$ cat src/logic/alarm_flag_pkg.sv
package alarm_flag_pkg;

    // ************************************************************
    // register map and field layout
    // ************************************************************
    localparam logic [6:0] ADDR_LATCHED_LO = 7'h11;
    localparam logic [6:0] ADDR_LIVE_LO = 7'h12;
    localparam logic [6:0] ADDR_LATCHED_HI = 7'h13;
    localparam logic [6:0] ADDR_LIVE_HI = 7'h14;

    localparam logic [7:0] FLAGS_RESET = 8'h00;
    localparam logic [7:0] ABSENT_READ = 8'hFF; // missing bank shifts ones
    localparam logic [7:0] NO_CLEAR = 8'h00;
    localparam logic [2:0] FLAG_TOP = 3'h7; // channel low flag of pair 0
    localparam logic [2:0] SHIFT_LAST = 3'h7; // eighth shift ends a byte
    localparam logic [2:0] CNT_RESET = 3'h0;

    // ************************************************************
    // types
    // ************************************************************
    typedef enum logic [2:0] {
        SEL_NONE,
        SEL_LATCHED_LO,
        SEL_LIVE_LO,
        SEL_LATCHED_HI,
        SEL_LIVE_HI
    } reg_sel_t;

    // one finished conversion with its comparison result
    typedef struct packed {
        logic valid;
        logic [2:0] chan;
        logic below;
        logic above;
    } conv_t;

    typedef struct packed {
        logic [15:0] live;
        logic [15:0] latched;
        logic clr_bank;
        logic [7:0] clr_mask;
    } flag_state_t;

    typedef struct packed {
        logic busy;
        logic [2:0] cnt;
        logic [7:0] data;
        logic done;
    } shift_state_t;

endpackage

$ cat src/logic/channel_alarm_flags.sv
`timescale 1ns/1ps
module channel_alarm_flags
    import alarm_flag_pkg::*;
(
    // clock and reset
    input wire logic mclk,
    input wire logic rst_n,
    // device variant strap, high for the four-channel part
    input wire logic four_chan,
    // conversion results from the threshold comparators
    input wire conv_t conv,
    // register read request from the serial port
    input wire logic reg_rd,
    input wire logic [6:0] reg_addr,
    output logic rd_busy,
    // serial data out, one shift per enable pulse
    input wire logic sclk_shift,
    output logic sdo,
    // flag state for the overview and alarm pin logic
    output logic [15:0] live_flags,
    output logic [15:0] latched_flags
);

    // ************************************************************
    // helpers
    // ************************************************************

    // bit position of a channel flag: bank from chan[2], pairs low then high
    function automatic logic [3:0] flag_index(input logic [2:0] chan, input logic high);
        logic [2:0] pos;
        pos = 3'(FLAG_TOP - 3'({chan[1:0], 1'b0}) - 3'({2'h0, high}));
        return {chan[2], pos};
    endfunction

    // address decode, shared by the read path and the checks
    function automatic reg_sel_t decode_addr(input logic [6:0] addr);
        unique case (addr)
            ADDR_LATCHED_LO: return SEL_LATCHED_LO;
            ADDR_LIVE_LO: return SEL_LIVE_LO;
            ADDR_LATCHED_HI: return SEL_LATCHED_HI;
            ADDR_LIVE_HI: return SEL_LIVE_HI;
            default: return SEL_NONE;
        endcase
    endfunction

    // ************************************************************
    // state
    // ************************************************************
    flag_state_t st_q;
    flag_state_t st_d;
    reg_sel_t sel;
    logic rd_take;
    logic [7:0] load_byte;
    logic [7:0] load_mask;
    logic load_bank;
    logic sh_busy;
    logic sh_done;
    logic conv_ok;
    logic [3:0] idx_lo;
    logic [3:0] idx_hi;
    logic [15:0] latched_now;

    assign sel = decode_addr(reg_addr);
    // a read is refused while a byte is still shifting
    assign rd_take = reg_rd && !sh_busy && (sel != SEL_NONE);
    assign idx_lo = flag_index(conv.chan, 1'b0);
    assign idx_hi = flag_index(conv.chan, 1'b1);
    // ch4-7 results are dropped on the four-channel part
    assign conv_ok = conv.valid && !(four_chan && conv.chan[2]);

    // latched view after any clear due this cycle, so a read taken right
    // behind the previous byte never reports bits that byte already spent
    always_comb begin
        latched_now = st_q.latched;
        if (sh_done) begin
            if (st_q.clr_bank) begin
                latched_now[15:8] = st_q.latched[15:8] & ~st_q.clr_mask;
            end else begin
                latched_now[7:0] = st_q.latched[7:0] & ~st_q.clr_mask;
            end
        end
    end

    // ************************************************************
    // read byte select
    // ************************************************************

    // a latched read's clear mask is the byte it reports (none for live or absent-bank reads), so late sets survive the clear
    always_comb begin
        load_byte = FLAGS_RESET;
        load_mask = NO_CLEAR;
        load_bank = 1'b0;
        unique case (sel)
            SEL_LATCHED_LO: begin
                // full byte of latched ch0-3 flags
                load_byte = latched_now[7:0];
                load_mask = latched_now[7:0];
            end
            SEL_LIVE_LO: begin
                load_byte = st_q.live[7:0];
            end
            SEL_LATCHED_HI: begin
                load_bank = 1'b1;
                if (four_chan) begin
                    load_byte = ABSENT_READ;
                end else begin
                    load_byte = latched_now[15:8];
                    load_mask = latched_now[15:8];
                end
            end
            SEL_LIVE_HI: begin
                load_byte = four_chan ? ABSENT_READ : st_q.live[15:8];
            end
            SEL_NONE: begin
                load_byte = FLAGS_RESET;
            end
        endcase
    end

    // ************************************************************
    // flag update
    // ************************************************************

    // flags change only by conversions and read clears, no write path
    always_comb begin
        st_d = st_q;
        // clear reported bits once the byte has fully shifted out
        st_d.latched = latched_now;
        if (sh_done) begin
            st_d.clr_mask = NO_CLEAR;
        end
        // a read taken in the clear cycle arms its mask after the old one is spent
        if (rd_take) begin
            st_d.clr_bank = load_bank;
            st_d.clr_mask = load_mask;
        end
        if (conv_ok) begin
            // live flags follow the latest comparison
            st_d.live[idx_lo] = conv.below;
            st_d.live[idx_hi] = conv.above;
            // latched flags only set here, set beats a same-cycle clear
            st_d.latched[idx_lo] = st_d.latched[idx_lo] | conv.below;
            st_d.latched[idx_hi] = st_d.latched[idx_hi] | conv.above;
        end
    end

    always_ff @(posedge mclk or negedge rst_n) begin
        if (!rst_n) begin
            st_q <= '0;
        end else begin
            st_q <= st_d;
        end
    end

    // ************************************************************
    // serial output
    // ************************************************************
    flag_byte_shifter u_shift (
        .mclk(mclk),
        .rst_n(rst_n),
        .load(rd_take),
        .load_byte(load_byte),
        .busy(sh_busy),
        .done(sh_done),
        .shift_en(sclk_shift),
        .sdo(sdo)
    );

    assign rd_busy = sh_busy;
    assign live_flags = st_q.live;
    assign latched_flags = st_q.latched;
endmodule

$ cat src/logic/flag_byte_shifter.sv
`timescale 1ns/1ps
module flag_byte_shifter
    import alarm_flag_pkg::*;
(
    // clock and reset
    input wire logic mclk,
    input wire logic rst_n,
    // parallel load side
    input wire logic load,
    input wire logic [7:0] load_byte,
    output logic busy,
    output logic done,
    // serial side
    input wire logic shift_en,
    output logic sdo
);

    shift_state_t s_q;
    shift_state_t s_d;

    // ************************************************************
    // msb-first byte shifter
    // ************************************************************

    // load only when idle; done pulses once after the eighth shift
    always_comb begin
        s_d = s_q;
        s_d.done = 1'b0;
        if (!s_q.busy && load) begin
            s_d.busy = 1'b1;
            s_d.cnt = CNT_RESET;
            s_d.data = load_byte;
        end else if (s_q.busy && shift_en) begin
            s_d.data = {s_q.data[6:0], 1'b0};
            s_d.cnt = 3'(s_q.cnt + 3'h1);
            if (s_q.cnt == SHIFT_LAST) begin
                s_d.busy = 1'b0;
                s_d.done = 1'b1;
            end
        end
    end

    always_ff @(posedge mclk or negedge rst_n) begin
        if (!rst_n) begin
            s_q <= '0;
        end else begin
            s_q <= s_d;
        end
    end

    assign busy = s_q.busy;
    assign done = s_q.done;
    assign sdo = s_q.data[7];

endmodule

$ cat config.mk
export PLATFORM = sky130hd
export DESIGN_NAME = channel_alarm_flags
export DESIGN_NICKNAME = d
export VERILOG_FILES = /design/src/logic/alarm_flag_pkg.sv /design/src/logic/channel_alarm_flags.sv /design/src/logic/flag_byte_shifter.sv
export SDC_FILE = /design/constraint.sdc
export NUM_CORES = 1
export LEC_CHECK = 0
export BUFFER_PORTS_ARGS = -buffer_cell sky130_fd_sc_hd__buf_2
export CAP_MARGIN = 20
export CELL_PAD_IN_SITES_DETAIL_PLACEMENT = 1
export CELL_PAD_IN_SITES_GLOBAL_PLACEMENT = 1
export CORE_MARGIN = 2
export CORE_UTILIZATION = 30
export DETAILED_ROUTE_END_ITERATION = 6
export GPL_TIMING_DRIVEN = 0
export PLACE_DENSITY_LB_ADDON = 0.1
export SYNTH_ARGS = -nofsm -noshare
export SYNTH_HDL_FRONTEND = slang
export SYNTH_SLANG_ARGS = --single-unit
$ cat constraint.sdc
create_clock -name mclk -period 1.8 [get_ports mclk]
set_input_delay 0.18 -clock mclk [delete_from_list [all_inputs] [get_ports mclk]]
set_output_delay 0.18 -clock mclk [all_outputs]
set_load 0.01 [all_outputs]
==> implementation parameters <==
Parameter                              Value

Status
  Result of the run    complete, no violations

Placed design
  Quantity of I/O buffers inserted on ports    48
  Minimum setup slack after placement    -554 ps
  Detailed placer's ending HPWL    7.36 mm
  Routability congestion estimate    between 0.8 and 0.9

Clock tree
  Latest clock arrival within the worst-skew pair    310 ps
  CTS tree    yes
  Number of buffers inserted during clock tree synthesis    5
  Clock Path Buffers    2
  Register clock-pin slew on the reported worst setup and hold paths    around 100 ps
  Level count of the clock H-tree    2
  Clock net sink count    54
  Root buffer cell    sky130_fd_sc_hd__clkbuf_8

Drt
  Uppermost metal layer occupied by signal nets    met4
  Overall routed net length    approximately 10 mm
  # DRC    0
  First DRT Iteration DRCs    roughly 140
  Vias per Instance    5.10
  Wire length on met3    418 µm
  Pre-Repair DR Iteration Count    4
  Vias after detailed routing    2725
  Met2 routed WL    roughly 4.8 mm
  Detailed-route wire length per cell    18.8 µm
  Length of routed wiring on met1    4.70 mm
  Number of antenna-violating nets in the routed design    0

STA
  Post-route worst setup slack    a little over 70 ps
  Hold violation count in the final report    0
  Worst Max-Slew Pin Slew    782 ps
  Fmax achieved    0.579 GHz
  Post-Route Skew    9.64 ps
  Headroom to the max-slew limit    47.5%
  Final-report setup violation count    0
  Share of the clock period used by the worst path after layout    96.0%
  Post-layout minimum cycle time    1730 ps
  Slew Viols, Final    0
  Unrepaired setup endpoints after global routing    no
  Total negative slack for setup checks    0 ps

Die
  Total die area    11000 µm²
  Initial Util    between 30% and 40%
  Row cnt    36
  Top-level port count    52
  Width of the die    105 µm
  Die Y-Extent    105 µm
  Core area    9820 µm²

Yosys
  Share of the yosys chip area belonging to registers    44.1%
  Multiplexer share of the synthesized area    approximately 6.0%
  Post-synthesis share of cell area spent on and, or, nand and nor gates    22.4%
  Flip-flop and latch count after synthesis    54
  Number of nets in the synthesized netlist    362
  Largest area contributor in the netlist    sky130_fd_sc_hd__dfrtp_1
  Fraction of synthesized cell area taken by the top area cell type    about 44%
  Syn Inst Count    342
  Combined area of all synthesized cells    around 3100 µm²
  Yosys warning count    0
  Primary flip-flop cell chosen by synthesis mapping    sky130_fd_sc_hd__dfrtp_1
  Cell variety after synth    45
  Adder-Cell Fraction of Synth Area    less than 1%
  Mean post-synth cell area    8.95 µm²
  Xor-xnor portion of the synthesized cell area    0.572%
  Number of flops mapped to enable cells by yosys    0
  Main combinational cell family by area after synthesis    simple AND/OR/NAND/NOR gates
  Share of async-settable or async-resettable flops after synthesis    100%
  Most repeated cell in the gate-level netlist after synthesis    sky130_fd_sc_hd__dfrtp_1
  Synth top area cells    sky130_fd_sc_hd__dfrtp_1, sky130_fd_sc_hd__buf_4, sky130_fd_sc_hd__a21oi_1
  Compound-Gate Fraction of Synth Area    roughly 15%
  Most common library cells after synthesis    sky130_fd_sc_hd__dfrtp_1, sky130_fd_sc_hd__nand2_1, sky130_fd_sc_hd__a21oi_1

Setup path
  Critical path start-end classification    reg2reg
  Critical path startpoint category    register
  Critical Path Max Stage Delay    380 ps
  Category of the worst setup path capture point    register
  Critical-path maximum fanout    10
  R2R Path End    latched_flags[9]
  Sequence of cells on the critical path    buf_2 -> nand3b_1 -> nand2_2 -> o221ai_1 -> a21oi_2 -> buf_6 -> a31oi_1
  Critical Path Slowest Stage Cell    sky130_fd_sc_hd__dfrtp_1
  Required @ worst endpoint    approximately 2000 ps
  R2R depth    7
  Source of the worst register-to-register timing path    st_q[8]
  Worst R2R Setup Slack    a little over 70 ps
  Data arrival time of the worst path    1880 ps

Power
  Total Power Consumption    0.00400 W
  Worst supply voltage drop on vdd    0.000439 V
  Lkg Pwr    1.67 nW
  PD cells    approximately 1100 nW/µm²

Finish
  Number of nets in the layout    420
  Final Util    37.2%
  Synth-to-Final Area Change    19.2%
  Ratio of cells with drive above 1 in the final layout    30.4%
  Diodes inserted    0

Run
  Max-cap violation count    0

Min path
  Worst Min Path Start    sclk_shift
  Worst Hold Endpoint    u_shift.s_q[11]
  Cell depth of the worst hold path    3
  Hold WC Path Type    in2reg

Global routing
  Maximum number of pins on one net before global-route repair    33
  Number of antenna violations at the first check in global routing    0
  Total global routing track utilization    18.5%
  Via count of the first global-routing pass    2781
  Remaining global-route overflow    0
  First-pass GRT wire length    about 16 mm
[metal layers]
metal	up-vias	track usage [%]
met3	8	2.62
met1	1366	25.6
met2	59	30.7
li1	1292	-
met5	-	0
met4	0	4.19
[flip-flops by register name, indices dropped and copies added (netlist names)]
signal	cells
latched_flags	16
live_flags	16
u_shift.s_q	10
st_q	9
u_shift.busy	1
u_shift.done	1
u_shift.sdo	1
[power by group]
group,switching (W),leakage [nW],internal (W),total [W]
logic,0.000676,0.986,0.000700,0.00138
clock network,0.000420,0.0482,0.000312,0.000732
registers,0.000328,0.634,0.00157,0.00190
[worst max path at each step]
stage                      start                 to  cells past startpoint  slack (ps)
finish                   st_q[8]   latched_flags[9]                      7          70
global route             st_q[8]  latched_flags[14]                      7         0.9
CTS                      st_q[8]   latched_flags[9]                      7          20
detailed placement  u_shift.done  latched_flags[14]                      6        -550
global placement    u_shift.done  latched_flags[12]                      6        -480
floorplan           u_shift.done  latched_flags[10]                      6         310
[repair_timing]
item	4_1_cts	5_1_grt
hold buffers	1	0
buffers inserted	1	1
pin swaps	1	1
resized for setup	7	9
endpoints found under the hold margin	22	0
endpoints found under the setup margin	31	18
[kinds of logic (layout without fill, tap and decap cells)]
family          count (synthesis)  in the layout
simple gates                  132            132
xor+xnor                        2              2
flops                          54             54
mux                            17             17
compound gates                 78             78
buf+inv                        57            116
fa+ha+maj                       2              2
[through the flow]
| step | area (µm²) | hold WS [ps] | instances |
|---|---|---|---|
| after floorplan | 3060 | -116 | 342 |
| after global placement | 3470 | 467 | 523 |
| after detailed placement | 3490 | 215 | 524 |
| after CTS | 3610 | 150 | 533 |
| after global routing | 3650 | 166 | 534 |
| final | 3650 | 155 | 534 |
[cell usage in the layout (no fill, tap or decap), types with 2 or more instances in the layout]
master	instances
sky130_fd_sc_hd__nor3_1	8
sky130_fd_sc_hd__inv_1	6
sky130_fd_sc_hd__clkbuf_1	8
sky130_fd_sc_hd__mux2i_1	9
sky130_fd_sc_hd__nand2_1	33
sky130_fd_sc_hd__nand2b_1	10
sky130_fd_sc_hd__nand3b_1	9
sky130_fd_sc_hd__buf_2	55
sky130_fd_sc_hd__dfrtp_1	53
sky130_fd_sc_hd__a211oi_1	3
sky130_fd_sc_hd__xnor2_1	2
sky130_fd_sc_hd__mux2_2	7
sky130_fd_sc_hd__buf_6	2
sky130_fd_sc_hd__nor3_2	3
sky130_fd_sc_hd__nor2b_1	2
sky130_fd_sc_hd__nand3_1	26
sky130_fd_sc_hd__o22ai_1	8
sky130_fd_sc_hd__a32oi_1	3
sky130_fd_sc_hd__buf_4	34
sky130_fd_sc_hd__o21ai_0	20
sky130_fd_sc_hd__a31oi_1	2
sky130_fd_sc_hd__clkbuf_8	6
sky130_fd_sc_hd__nor2_1	25
sky130_fd_sc_hd__ha_1	2
sky130_fd_sc_hd__and3_1	3
sky130_fd_sc_hd__a21oi_1	32
[final cells by class]
type                    count  area (µm²)
flip-flops and latches     54        1350
fillers                  1225        6170
repair buffers             52         285
clock buffers               7        86.3
plain buffers              50         337
clock inverters             1        5.00
well taps                 133         166
inverters                   6        22.5
multi-input cells         231        1400
[worst max-delay path: cells and delay by family (launching register included)]
kind | cells | cell delay [ps]
simple gates | 2 | 380
compound gates | 3 | 430
buf+inv | 2 | 380
flops | 1 | 380
No activity file was read; power rests on OpenSTA's default activity.
